[src/dicc_pkg.sv]
// Package with register map, fields and timing for the discrete input conditioner
package dicc_pkg;
  localparam int          CLK_HZ          = 50_000_000;
  localparam int          TICK_MS         = 1;
  localparam int          TICK_CYCLES     = CLK_HZ / 1000 * TICK_MS;
  localparam int          DELAY_W         = 16;
  localparam int          TYPE_W          = 2;
  // Register byte offsets
  localparam logic [7:0]  OFS_CTRL        = 8'h00;
  localparam logic [7:0]  OFS_DELAY       = 8'h04;
  localparam logic [7:0]  OFS_STATUS      = 8'h08;
  localparam logic [7:0]  OFS_IRQ_STAT    = 8'h0c;
  localparam logic [7:0]  OFS_IRQ_EN      = 8'h10;
  localparam logic [7:0]  OFS_IRQ_CLR     = 8'h14;
  localparam logic [7:0]  OFS_TYPE        = 8'h18;
  // Control fields
  localparam int          CTRL_SIM_MODE   = 0;
  localparam int          CTRL_SIM_VAL    = 1;
  localparam int          CTRL_SIM_BAD    = 2;
  localparam int          CTRL_INVERT     = 3;
  localparam int          CTRL_LF_EN      = 4;
  localparam int          CTRL_STRAT_LO   = 5;
  localparam int          CTRL_SUBST_VAL  = 7;
  localparam int          CTRL_TOOL_LO    = 8;
  localparam int          CTRL_W          = 16;
  localparam logic [15:0] CTRL_RESET      = 16'h0000;
  localparam logic [31:0] DELAY_RESET     = 32'h0000_0000;
  localparam logic [3:0]  TOOL_REV_INVALID = 4'h7;
  // Status / interrupt fields
  localparam int          IRQ_FAULT_SET   = 0;
  localparam int          IRQ_FAULT_CLR   = 1;
  localparam int          IRQ_VALUE_CHG   = 2;
  localparam int          IRQ_W           = 3;
  // Channel type codes, read-only
  localparam logic [1:0]  TYPE_DISCRETE_IN  = 2'h0;
  localparam logic [1:0]  TYPE_DISCRETE_OUT = 2'h1;
  localparam logic [1:0]  TYPE_ANALOG_IN    = 2'h2;
  localparam logic [1:0]  TYPE_ANALOG_OUT   = 2'h3;

  typedef enum logic [1:0] {
    STRAT_CURRENT,
    STRAT_SUBST,
    STRAT_LAST,
    STRAT_RSVD
  } dicc_strat_e;
endpackage

[src/dicc_tick.sv]
// One-millisecond tick divider
`timescale 1ns/10ps
module dicc_tick #(
  parameter int CYCLES = dicc_pkg::TICK_CYCLES
) (
  input  wire logic hclk,
  input  wire logic hresetn,
  output logic      tick
);
  logic [$clog2(CYCLES)-1:0] cnt_q;

  always_ff @(posedge hclk or negedge hresetn) begin
    if (!hresetn) begin
      cnt_q <= '0;
      tick  <= 1'b0;
    end else if (cnt_q == $bits(cnt_q)'(CYCLES - 1)) begin
      cnt_q <= '0;
      tick  <= 1'b1;
    end else begin
      cnt_q <= cnt_q + 1'b1;
      tick  <= 1'b0;
    end
  end
endmodule

[src/dicc_delay.sv]
// ON/OFF delay filter counted in millisecond ticks
`timescale 1ns/10ps
module dicc_delay #(
  parameter int W = dicc_pkg::DELAY_W
) (
  input  wire logic         hclk,
  input  wire logic         hresetn,
  input  wire logic         tick,
  input  wire logic         din,
  input  wire logic [W-1:0] on_ms,
  input  wire logic [W-1:0] off_ms,
  output logic              dout
);
  logic [W-1:0] cnt_q;
  logic [W-1:0] lim;

  assign lim = dout ? off_ms : on_ms;

  always_ff @(posedge hclk or negedge hresetn) begin
    if (!hresetn) begin
      dout  <= 1'b0;
      cnt_q <= '0;
    end else if (din == dout) begin
      cnt_q <= '0;
    end else if (lim == '0) begin
      dout  <= din; // RQ15
      cnt_q <= '0;
    end else if (tick) begin
      // Rising waits on_ms, falling waits off_ms
      if (cnt_q + 1'b1 >= lim) begin
        dout  <= din; // RQ11 RQ12
        cnt_q <= '0;
      end else begin
        cnt_q <= cnt_q + 1'b1;
      end
    end
  end
endmodule

[src/dicc_top.sv]
// Discrete input channel conditioner with AHB-Lite register slave
// Function
// (RQ1) Normal mode forwards conditioned live input
// (RQ2) Simulation mode forwards simulated value instead
// (RQ3) Simulated bit with valid/invalid status
// (RQ4) Current-value strategy forwards field level on fault
// (RQ5) Substitute strategy forwards fixed configured bit
// (RQ6) Last-valid strategy holds pre-fault value
// (RQ7) Substitute bit always flagged invalid
// (RQ8) Error substitute invalid when tool revision >=7
// (RQ9) Inversion complements the input bit
// (RQ10) Line fault detection reports and triggers strategy
// (RQ11) ON delay suppresses short high pulses
// (RQ12) OFF delay stretches high pulses
// (RQ13) Channel enable follows module enable
// (RQ14) Fixed read-only channel type indication
// (RQ15) Millisecond tick; zero delay passes directly
//
// Added by the designer: the AHB-Lite register port and the register addresses.
`timescale 1ns/10ps
module dicc_top #(
  parameter int TICK_CYCLES = dicc_pkg::TICK_CYCLES
) (
  input  wire logic        hclk,
  input  wire logic        hresetn,
  input  wire logic        hsel,
  input  wire logic [31:0] haddr,
  input  wire logic [1:0]  htrans,
  input  wire logic        hwrite,
  input  wire logic [2:0]  hsize,
  input  wire logic [31:0] hwdata,
  input  wire logic        hready,
  output logic             hreadyout,
  output logic             hresp,
  output logic [31:0]      hrdata,
  input  wire logic        field_in,
  input  wire logic        lead_break,
  input  wire logic        short_circuit,
  input  wire logic        module_enable,
  output logic             chan_active,
  output logic             proc_value,
  output logic             proc_invalid,
  output logic             proc_fault,
  output logic             irq
);
  logic [dicc_pkg::CTRL_W-1:0]  ctrl_q;
  logic [31:0]                  delay_q;
  logic [dicc_pkg::IRQ_W-1:0]   irq_stat_q;
  logic [dicc_pkg::IRQ_W-1:0]   irq_en_q;
  logic [dicc_pkg::IRQ_W-1:0]   irq_clr;
  logic [dicc_pkg::IRQ_W-1:0]   irq_evt;
  logic                         wr_pend_q;
  logic [7:0]                   wr_addr_q;
  logic                         field_s1_q;
  logic                         field_s2_q;
  logic                         brk_s1_q;
  logic                         brk_s2_q;
  logic                         sc_s1_q;
  logic                         sc_s2_q;
  logic                         men_s1_q;
  logic                         men_s2_q;
  logic                         tick;
  logic                         cond;
  logic                         fault;
  logic                         fault_q;
  logic                         last_valid_q;
  logic                         value_d;
  logic                         invalid_d;
  logic                         prev_value_q;
  logic [3:0]                   tool_rev;
  dicc_pkg::dicc_strat_e        strat;

  assign hreadyout = 1'b1;
  assign hresp     = 1'b0;
  assign strat     = dicc_pkg::dicc_strat_e'(ctrl_q[dicc_pkg::CTRL_STRAT_LO +: 2]);
  assign tool_rev  = ctrl_q[dicc_pkg::CTRL_TOOL_LO +: 4];

  // Pin synchronisers
  always_ff @(posedge hclk or negedge hresetn) begin
    if (!hresetn) begin
      field_s1_q <= 1'b0;
      field_s2_q <= 1'b0;
      brk_s1_q   <= 1'b0;
      brk_s2_q   <= 1'b0;
      sc_s1_q    <= 1'b0;
      sc_s2_q    <= 1'b0;
      men_s1_q   <= 1'b0;
      men_s2_q   <= 1'b0;
    end else begin
      field_s1_q <= field_in;
      field_s2_q <= field_s1_q;
      brk_s1_q   <= lead_break;
      brk_s2_q   <= brk_s1_q;
      sc_s1_q    <= short_circuit;
      sc_s2_q    <= sc_s1_q;
      men_s1_q   <= module_enable;
      men_s2_q   <= men_s1_q;
    end
  end

  dicc_tick #(
    .CYCLES (TICK_CYCLES)
  ) u_tick (
    .hclk    (hclk),
    .hresetn (hresetn),
    .tick    (tick)
  );

  dicc_delay #(
    .W (dicc_pkg::DELAY_W)
  ) u_delay (
    .hclk    (hclk),
    .hresetn (hresetn),
    .tick    (tick),
    .din     (field_s2_q ^ ctrl_q[dicc_pkg::CTRL_INVERT]), // RQ9
    .on_ms   (delay_q[15:0]),
    .off_ms  (delay_q[31:16]),
    .dout    (cond)
  );

  assign fault = ctrl_q[dicc_pkg::CTRL_LF_EN] & (brk_s2_q | sc_s2_q); // RQ10

  // Output value selection
  always_comb begin
    value_d   = cond; // RQ1
    invalid_d = 1'b0;
    if (ctrl_q[dicc_pkg::CTRL_SIM_MODE]) begin
      value_d   = ctrl_q[dicc_pkg::CTRL_SIM_VAL]; // RQ2
      invalid_d = ctrl_q[dicc_pkg::CTRL_SIM_BAD]; // RQ3
    end else if (fault) begin
      invalid_d = 1'b1; // RQ10
      case (strat)
        dicc_pkg::STRAT_SUBST: begin
          value_d   = ctrl_q[dicc_pkg::CTRL_SUBST_VAL]; // RQ5
          invalid_d = 1'b1; // RQ7 RQ8
        end
        dicc_pkg::STRAT_LAST: begin
          value_d = last_valid_q; // RQ6
          invalid_d = (tool_rev >= dicc_pkg::TOOL_REV_INVALID); // RQ8
        end
        dicc_pkg::STRAT_CURRENT: value_d = cond; // RQ4
        default: value_d = cond;
      endcase
    end
  end

  // Process image outputs
  always_ff @(posedge hclk or negedge hresetn) begin
    if (!hresetn) begin
      proc_value   <= 1'b0;
      proc_invalid <= 1'b0;
      proc_fault   <= 1'b0;
      chan_active  <= 1'b0;
      fault_q      <= 1'b0;
      last_valid_q <= 1'b0;
      prev_value_q <= 1'b0;
    end else begin
      chan_active  <= men_s2_q; // RQ13
      fault_q      <= fault;
      prev_value_q <= proc_value;
      proc_fault   <= fault;
      proc_value   <= men_s2_q ? value_d : 1'b0;
      proc_invalid <= men_s2_q ? invalid_d : 1'b1;
      if (!fault && !ctrl_q[dicc_pkg::CTRL_SIM_MODE]) begin
        last_valid_q <= cond; // RQ6
      end
    end
  end

  assign irq_evt[dicc_pkg::IRQ_FAULT_SET] = fault & ~fault_q;
  assign irq_evt[dicc_pkg::IRQ_FAULT_CLR] = ~fault & fault_q;
  assign irq_evt[dicc_pkg::IRQ_VALUE_CHG] = proc_value ^ prev_value_q;

  // AHB-Lite write capture
  always_ff @(posedge hclk or negedge hresetn) begin
    if (!hresetn) begin
      wr_pend_q <= 1'b0;
      wr_addr_q <= 8'h00;
    end else if (hready) begin
      wr_pend_q <= hsel & htrans[1] & hwrite;
      wr_addr_q <= haddr[7:0];
    end
  end

  assign irq_clr = (wr_pend_q && wr_addr_q == dicc_pkg::OFS_IRQ_CLR) ?
                   hwdata[dicc_pkg::IRQ_W-1:0] : '0;

  always_ff @(posedge hclk or negedge hresetn) begin
    if (!hresetn) begin
      ctrl_q   <= dicc_pkg::CTRL_RESET;
      delay_q  <= dicc_pkg::DELAY_RESET;
      irq_en_q <= '0;
    end else if (wr_pend_q) begin
      case (wr_addr_q)
        dicc_pkg::OFS_CTRL:   ctrl_q   <= hwdata[dicc_pkg::CTRL_W-1:0];
        dicc_pkg::OFS_DELAY:  delay_q  <= hwdata;
        dicc_pkg::OFS_IRQ_EN: irq_en_q <= hwdata[dicc_pkg::IRQ_W-1:0];
        default: ;
      endcase
    end
  end

  // Sticky status, set wins over clear
  always_ff @(posedge hclk or negedge hresetn) begin
    if (!hresetn) begin
      irq_stat_q <= '0;
    end else begin
      irq_stat_q <= (irq_stat_q & ~irq_clr) | irq_evt;
    end
  end

  assign irq = |(irq_stat_q & irq_en_q);

  // Read data
  always_ff @(posedge hclk or negedge hresetn) begin
    if (!hresetn) begin
      hrdata <= 32'h0000_0000;
    end else if (hready && hsel && htrans[1] && !hwrite) begin
      case (haddr[7:0])
        dicc_pkg::OFS_CTRL:     hrdata <= {16'h0000, ctrl_q};
        dicc_pkg::OFS_DELAY:    hrdata <= delay_q;
        dicc_pkg::OFS_STATUS:   hrdata <= {28'h0000000, chan_active, proc_fault,
                                           proc_invalid, proc_value};
        dicc_pkg::OFS_IRQ_STAT: hrdata <= {29'h0, irq_stat_q};
        dicc_pkg::OFS_IRQ_EN:   hrdata <= {29'h0, irq_en_q};
        dicc_pkg::OFS_TYPE:     hrdata <= {30'h0, dicc_pkg::TYPE_DISCRETE_IN}; // RQ14
        default:                hrdata <= 32'h0000_0000;
      endcase
    end
  end
endmodule

[config.mk]
export PLATFORM = sky130hd
export DESIGN_NAME = dicc_top
export DESIGN_NICKNAME = d
export VERILOG_FILES = /design/src/dicc_pkg.sv /design/src/dicc_tick.sv /design/src/dicc_delay.sv /design/src/dicc_top.sv
export SDC_FILE = /design/constraint.sdc
export NUM_CORES = 1
export LEC_CHECK = 0
export ABC_AREA = 0
export BUFFER_PORTS_ARGS = -buffer_cell sky130_fd_sc_hd__buf_2
export CELL_PAD_IN_SITES_DETAIL_PLACEMENT = 1
export CELL_PAD_IN_SITES_GLOBAL_PLACEMENT = 1
export CORE_MARGIN = 2
export CORE_UTILIZATION = 48
export DETAILED_ROUTE_END_ITERATION = 12
export PLACE_DENSITY = 0.94
export SYNTH_ARGS = -nofsm -noshare
export SYNTH_HDL_FRONTEND = slang
export SYNTH_SLANG_ARGS = --single-unit
[constraint.sdc]
create_clock -name hclk -period 6.6 [get_ports hclk]
set_clock_uncertainty 0.2 [all_clocks]
set_input_delay 0.99 -clock hclk [delete_from_list [all_inputs] [get_ports hclk]]
set_output_delay 0.99 -clock hclk [all_outputs]
set_load 0.005 [all_outputs]
* Word level (Yosys, flattened, before mapping)
Cells that the tools add are included.
** Cells by class
- Add/subtract/negate cells :: 2
- Multipliers :: 0
- Div/mod/pow operators :: 0
- $lt $le $gt $ge :: 2
- Equal/unequal tests :: 11
- Shifts and indexed selects :: 0
- Muxes and demuxes :: 20
- Bitwise logic cells :: 15
- Reductions and logical operators :: 19
** Operators with widths (count)
- $pmux W32 S5 :: 1
- $mux W16 :: 6
- $add A16 B1 Y16 const B :: 2
- $eq A8 B5 Y1 const B :: 3
- $eq A16 B16 Y1 const B :: 1
- $eq A8 B3 Y1 const B :: 2
- $eq A8 B4 Y1 const B :: 2
- $ge A16 B16 Y1 :: 1
- $logic_not A16 Y1 :: 1
- $logic_not A8 Y1 :: 2
- $mux W1 :: 11
- $and A3 B3 Y3 :: 2
- $reduce_and A2 Y1 :: 3
- $and A1 B1 Y1 :: 5
- $logic_and A1 B1 Y1 :: 5
- $ge A4 B3 Y1 const B :: 1
- $reduce_bool A2 Y1 :: 2
- $logic_not A1 Y1 :: 3
- $mux W3 :: 1
- $not A1 Y1 :: 3
- $not A3 Y3 :: 1
- $or A3 B3 Y3 :: 1
- $reduce_and A3 Y1 :: 1
- $reduce_bool A3 Y1 :: 1
- 7 further kinds :: 8
** Word-level totals
- Register bits :: 143
- Bits in latches :: 0
- RAM bits :: 0
- Memory bits (read-only) :: 0
- Input port bits :: 78
- Output and inout bits :: 39
- Word-level logic and storage cells :: 94
- Memories kept :: 0

* Longest topological paths before layout
Gate-level depths: netlist of the first run.
- Depth after elaboration :: 6
- Mapped depth :: 14
- Mapped depth without buffers :: 12

* By module
A second synthesis of the first run with hierarchy kept.
** Unflattened totals
- Cell total of the unflattened synthesis :: 585
- Area total of the unflattened synthesis :: 6852.8 µm²
** By module, submodules not included
- dicc_top :: instances 1, cells each 317, area an instance 4399.2 µm², sequential area each 2727.6 µm²
- dicc_delay :: instances 1, cells each 200, area an instance 1666.6 µm², sequential area each 425.4 µm²
- dicc_tick :: instances 1, cells each 68, area an instance 787.0 µm², sequential area each 425.4 µm²

* Worst setup path before layout of the first run
Ideal clock, no wire load.
- Path kind :: flip-flop to flip-flop
- From :: reg u_delay.cnt_q[4]
- To :: reg u_delay.cnt_q[13]
- Library setup time :: 137 ps
- Arrival :: 2805 ps
- Required time :: 6263 ps
- Slack :: 3458 ps
- Stages on the path, launching flop included :: 13
- Path buffers :: 1
- Clock period less this slack :: 3142 ps
- Path through :: dfrtp_1 clkbuf_1 nand3_1 and2b_1 nand3_1 or2_2 xnor2_1 ha_1 and4_1 nand3_1 o311a_1 o21bai_1 nor3_1
** On the way
- Cells in the longest elaborated chain, start to end :: 6
** Ends and longest elaborated chain
- from (decl) :: line dicc_delay.sv:14 : logic [W-1:0] cnt_q;
- from (signal assigned) :: line dicc_delay.sv:34 : cnt_q <= cnt_q + 1'b1;
- $add A16 B1 Y16 (*) :: line dicc_delay.sv:30, dicc_delay.sv:34
- $ge A16 B16 Y1 :: line dicc_delay.sv:30 : if (cnt_q + 1'b1 >= lim) begin
- $mux W16 (*) :: line dicc_delay.sv:30
- $mux W16 (*) :: line dicc_delay.sv:28 : end else if (tick) begin
- $mux W16 (*) :: line dicc_delay.sv:25 : end else if (lim == '0) begin
- $mux W16 (*) :: line dicc_delay.sv:23 : end else if (din == dout) begin
Every way passes the cells marked *; elsewhere a longest branch is shown, timed or not. The select of a mux whose other input is x is not followed.
A chain may end at the register's enable or synchronous reset.

* Final worst setup path of the first run
- From :: reg u_delay.dout
- To :: reg u_delay.cnt_q[11]
** On the way
- Cells in the longest elaborated chain, start to end :: 6
- Elaborated cells on any way between the ends :: 9
- Those cells by class :: order compare (1); eq/ne (1); mux (5); reduce/logical (2)
** Ends and longest elaborated chain
- from (decl) :: line dicc_delay.sv:12 : output logic dout
- from (signal assigned) :: line dicc_delay.sv:26 : dout <= din;
- from (signal assigned) :: line dicc_delay.sv:31 : dout <= din;
- $mux W16 :: line dicc_delay.sv:17 : assign lim = dout ? off_ms : on_ms;
- $ge A16 B16 Y1 :: line dicc_delay.sv:30
- $mux W16 :: line dicc_delay.sv:30
- $mux W16 :: line dicc_delay.sv:28
- $mux W16 :: line dicc_delay.sv:25
- $mux W16 :: line dicc_delay.sv:23
Several ways; a longest one is shown, not always the timed one. The select of a mux whose other input is x is not followed.

==> results of run 1 <==
==> critical path, cell delays in order, from the launching register on <==
cell      delay (ps)
dfrtp_1         1020
mux2_2           420
ha_1             260
nand2b_1         150
a2111o_1         420
a221oi_1         310
o311a_1          580
o21bai_1         280
nor4_2           330
==> routing by layer <==
layer / routed length, um / vias to the layer above
met2: 12200 / 274
met4: 1190 / 0
met5: 0 / -
met3: 1250 / 84
met1: 8380 / 2839
li1: - / 2404
==> power groups by stage <==
stage                     combinational (mW)  sequential, mW  clock, mW
final                                  0.244           0.979       1.03
after global routing                   0.259           0.982       1.07
after CTS                              0.241           0.976       1.04
after detailed placement               0.225           0.988          0
after global placement                 0.206           0.982          0
after floorplan                        0.168           0.950          0
==> worst paths after layout <==
| check | cells past startpoint | startpoint | to | slack (ps) |
|---|---|---|---|---|
| setup / recovery | 8 | u_delay.dout | u_delay.cnt_q[11] | 2520 |
| hold / removal | 0 | brk_s1_q | brk_s2_q | 160 |
| setup reg to reg | 8 | u_delay.dout | u_delay.cnt_q[11] | 2520 |
| hold reg to reg | 0 | brk_s1_q | brk_s2_q | 160 |
| max in group asynchronous | 2 | hresetn | ctrl_q[14] | 4400 |
| min in group asynchronous | 1 | hresetn | u_delay.cnt_q[13] | 390 |
==> kinds of logic after synthesis <==
logic type	count (synthesis)
buffers and inverters	40
other	2
muxes	80
adders and majority gates	20
AOI/OAI and AO/OA	109
and+or+nand+nor	207
DFF	143
xor gates and xnor gates	27
==> area by class of cell <==
type,instances,area (um2)
inverter,11,41.3
fill,1486,5900
sequential,143,3580
timing repair buffer,90,467
tap,180,225
clock inverter,8,126
clock buffer,24,492
multi-input combinational,445,3050
==> state kept, by name, indices dropped and copies added, names as in the netlist, 3 cells and up <==
signal and cells:
hrdata 32, u_delay.cnt_q 16, ctrl_q 16, irq_stat_q 3, irq_en_q 3, delay_q 32
wr_addr_q 8, u_tick.cnt_q 16
==> layout by cell type, fill, tap and decap left out, types with 15 or more instances in the layout <==
| master | instances |
|---|---|
| nand2_1 | 85 |
| nand3_1 | 24 |
| mux2i_1 | 22 |
| o21ai_1 | 20 |
| ha_1 | 20 |
| o21ai_0 | 35 |
| clkbuf_16 | 17 |
| dfrtp_1 | 143 |
| a21oi_1 | 16 |
| nor2_1 | 31 |
| mux2_2 | 58 |
| xnor2_1 | 15 |
| buf_2 | 85 |
==> stage by stage <==
stage / cells / area [um2]
final: 901 / 7980
after global routing: 901 / 7980
after CTS: 901 / 7980
after detailed placement: 869 / 7360
after global placement: 869 / 7360
after floorplan: 628 / 6830
==> flow_summary.yaml, run 1 <==
timing:
  holdWs_ps: 158
  timing.slew.headroom_pct: 18.6
  worstMarginPinSlew_ps: 1220
  setup-tns-final_ps: 0
  period_share_pct: 61.8
  rsz0062_at_grt: "no"
  slew_viol_final: 0
  finalHoldViolations: 0
  finalSetupViolCount: 0
  period_needed_ps: 4080
  fmax_ghz: 0.245
  fin_ws_ps: 2520
global_routing:
  grt_pass1_wl_mm: 35.8
  first_global_vias: 6284
  met2_usage_pct: 57.2
  grt_max_degree: 74
  grt_overflow: 0
  antenna_found_initial: 0
  top_usage_layer: "met2"
  gr-usage-all-layers_pct: 32.1
  grt_util_met3_pct: 6.83
  met1_usage_pct: 35.0
synthesis:
  synth.distinct_cells: 59
  synthXorXnorAreaFrac_pct: 3.46
  syn-mean-instance-area_um2: 10.9
  syn_inst: 628
  yosys_warnings: 0
  synth_edf_count: 0
  syn_nets: 726
  synth_compound_area_share_pct: 9.71
  ys_ff_latch: 143
  ys.flop_type: "dfrtp_1"
  synthSimpleGateAreaFrac_pct: 14.9
  yosysMostFrequentCell: "dfrtp_1"
  ys_async_sr_fraction_pct: 100
  synth_top_area_cell: "dfrtp_1"
  yosys-top-cells-count: "143 x dfrtp_1, 85 x nand2_1, 58 x mux2_2"
  netlist_area_um2: 6830
  yosys-top-cells-area: "dfrtp_1 52%, mux2_2 9.6%, nand2_1 4.7%"
  synthMuxAreaShare_pct: 12.8
  synth_top_area_share_pct: 52.4
  synth_fa_ha_area_share_pct: 3.67
  synth_top_family_by_area: "simple AND/OR/NAND/NOR gates"
  yosysSeqAreaShare_pct: 52.4
place:
  io_buffer_count: 86
  pre_cts_slack_ps: 2580
  post-dp-hpwl_mm: 14.5
  place.gp.congestion: 0.836
final_layout:
  diodes: 0
  nets: 806
  post-route-util_pct: 57.5
  drive_gt1_share_pct: 25.8
  area_growth_pct: 16.9
clock_network:
  postCtsHoldBufs: 0
  path_clk_slew_ps: 60
  htree_levels: 4
  post-cts-setup-buffers: 0
  clock_sinks: 143
  cts_resized: 0
  clk_path_buf_depth: 2
  cts_tree: "built"
  clk_latency_ps: 440
  cts_made_buffers: 17
  cts-root-buf: "clkbuf_16"
flow_run:
  maxCapViolCount: 0
detailed_routing:
  wl_mm: 23.0
  antenna_left: 0
  drtIter0Drc: 433
  num_vias: 5601
  dr.pass1.iters: 6
  drc: 0
  viasPerCell: 6.22
  wire_per_inst_um: 25.5
pwr:
  p_seq_share_pct: 43.5
  pwr-share-comb_pct: 10.9
  p_int_mw: 1.65
  design_power_total_mw: 2.25
  p_sw_share_pct: 26.7
  leakage_nw: 3.80
  p_switching_mw: 0.602
  ir_drop_uv: 254
  power.density_nw_per_um2: 282
  clkPwrFrac_pct: 45.6
setup_path:
  cp_data_required_time_ps: 6730
  arrival_ps: 4210
  start_kind: "register"
  critPathKind: "reg -> reg"
  cp_max_fo: 24
  end_kind: "register"
min_path:
  hp-class: "reg -> reg"
die:
  rows: 43
  core_area_um2: 13900
  boundaryPins: 117
  die_y_um: 123
  initial_core_util_pct: 49.2
  dieArea_um2: 15200
  die_w_um: 123
outcome:
  status: "complete, no violations"
No activity file was read; power rests on OpenSTA's default activity.
==> run 2: changes to the inputs <==
CORE_UTILIZATION = 44   (was 48)
PLACE_DENSITY = 0.88   (was 0.94)
clock period = 4.25 ns   (was 6.6 ns; I/O delays follow)
==> run 2 against run 1 <==
Against the previous run:
- register-to-register slack got worse by 2100 ps
- hold slack got worse by 76 ps
- critical path depth increased by 4
- clock power increased by 50%
- largest cell class unchanged
- highest routed layer unchanged
- design area increased by 0.14%
- first-iteration DRC count decreased by 16%
- core utilization decreased by 4.9 points
- wire length decreased by 9.7%
- maximum frequency increased by 5.7%
==> flow_summary.yaml, run 2 (synthesis gave the netlist of run 1 again) <==
flow_run:
  maxCapViolCount: 0
detailed_routing:
  num_vias: 5489
  viasPerCell: 6.03
  antenna_left: 0
  wire_per_inst_um: 22.8
  dr.pass1.iters: 6
  drtIter0Drc: 364
  wl_mm: 20.8
  drc: 0
setup_path:
  cp_top_family: "simple AND/OR/NAND/NOR gates"
  critPathKind: "reg -> reg"
  crit_start: "u_delay.cnt_q[2]"
  critical_path_buf_inv_count: 0
  arrival_ps: 4000
  timing.rr.start: "u_delay.cnt_q[2]"
  cp_data_required_time_ps: 4390
  slowest_delay_ps: 500
  end_kind: "register"
  cp_max_fo: 12
  worstPathCellList: "and4_1 -> and2b_1 -> and3_1 -> and3_1 -> xor2_1 -> ha_1 -> a21oi_1 -> o21ai_0 -> a21oi_1 -> o311a_1 -> o21bai_1 -> nor4_2"
  start_kind: "register"
  cp_slowest_cell: "dfrtp_1"
clock_network:
  htree_levels: 4
  cts_tree: "built"
  path_clk_slew_ps: 60
  cts_made_buffers: 17
  clk_path_buf_depth: 2
  cts-root-buf: "clkbuf_16"
  post-cts-setup-buffers: 0
  postCtsHoldBufs: 0
  clk_latency_ps: 440
  cts_resized: 0
  clock_sinks: 143
global_routing:
  gr-usage-all-layers_pct: 25.8
  grt_pass1_wl_mm: 32.4
  grt_overflow: 0
  antenna_found_initial: 0
  grt_max_degree: 88
  first_global_vias: 5999
pwr:
  clkPwrFrac_pct: 45.1
  p_seq_share_pct: 42.9
  p_sw_share_pct: 26.5
  pwr-share-comb_pct: 12.0
  p_int_mw: 2.52
  power.density_nw_per_um2: 429
  design_power_total_mw: 3.43
  leakage_nw: 3.82
  p_switching_mw: 0.908
  ir_drop_uv: 308
final_layout:
  largestRegisters: "delay_q x32, hrdata x32"
  nets: 809
  final_common_cell: "dfrtp_1"
  seqCellArea_um2: 3580
  diodes: 0
  fillers: 1653
  final_cell_mix: "143 x dfrtp_1, 85 x nand2_1, 85 x buf_2, 58 x mux2_2, 35 x o21ai_0"
  area_growth_pct: 17.1
  drive_gt1_share_pct: 26.1
  stdcell_count: 911
  multi_input_area_um2: 3050
die:
  core_area_um2: 15200
  dieArea_um2: 16500
  rows: 45
  die_w_um: 129
  die_y_um: 129
  initial_core_util_pct: 44.9
  boundaryPins: 117
timing:
  worstMarginPinSlew_ps: 958
  finalSetupViolCount: 0
  setup-tns-final_ps: 0
  timing.slew.headroom_pct: 36.0
  period_needed_ps: 3860
  fin_ws_ps: 393
  rsz0062_at_grt: "no"
  period_share_pct: 90.8
  fmax_ghz: 0.259
  slew_viol_final: 0
  finalHoldViolations: 0
place:
  placedCellCount: 880
  post-dp-hpwl_mm: 13.3
  io_buffer_count: 86
  place.gp.congestion: 0.819
  pre_cts_slack_ps: 458
min_path:
  hp-class: "in -> async"
outcome:
  status: "complete, no violations"
## run 2: area by class of cell
class	instances	area share, %
Tap cell	188	2.94
Multi-Input combinational cell	445	38.2
Clock inverter	10	1.71
Clock buffer	21	5.76
Sequential cell	143	44.8
Timing Repair Buffer	93	6.12
Inverter	11	0.517
## run 2: power by group through the flow
| stage | registers, mW | clock network [mW] | logic, mW |
|---|---|---|---|
| floorplan | 1.48 | 0 | 0.261 |
| global placement | 1.49 | 0 | 0.364 |
| detailed placement | 1.49 | 0 | 0.390 |
| CTS | 1.47 | 1.56 | 0.409 |
| global route | 1.48 | 1.61 | 0.437 |
| finish | 1.47 | 1.55 | 0.411 |
## run 2: metrics by stage
stage          cell area [um2]  utilization, %  hold slack [ps]
2_1_floorplan             6830               -              131
3_3_place_gp              7400            48.7              136
3_5_place_dp              7400            48.7              140
4_1_cts                   7990            52.6              100
5_1_grt                   7990            52.6              109
6_report                  7990            52.6             81.6
## run 2: final timing paths
| kind | to | slack [ps] | cells after the start |
|---|---|---|---|
| hold reg to reg | men_s2_q | 150 | 0 |
| hold / removal | delay_q[26] | 80 | 1 |
| setup reg to reg | u_delay.cnt_q[11] | 390 | 12 |
| setup / recovery | u_delay.cnt_q[11] | 390 | 12 |
| max in group asynchronous | delay_q[15] | 2830 | 2 |
| min in group hclk | sc_s1_q | 110 | 1 |
## run 2: per-layer routing
layer  track usage (%)  vias to the layer above  share of wire (%)
met5                 0                        -                  0
met1              29.3                     2838                 39
met4              12.6                        0                3.5
met2              46.4                      186                 53
li1                  -                     2407                  -
met3              5.32                       58                4.1
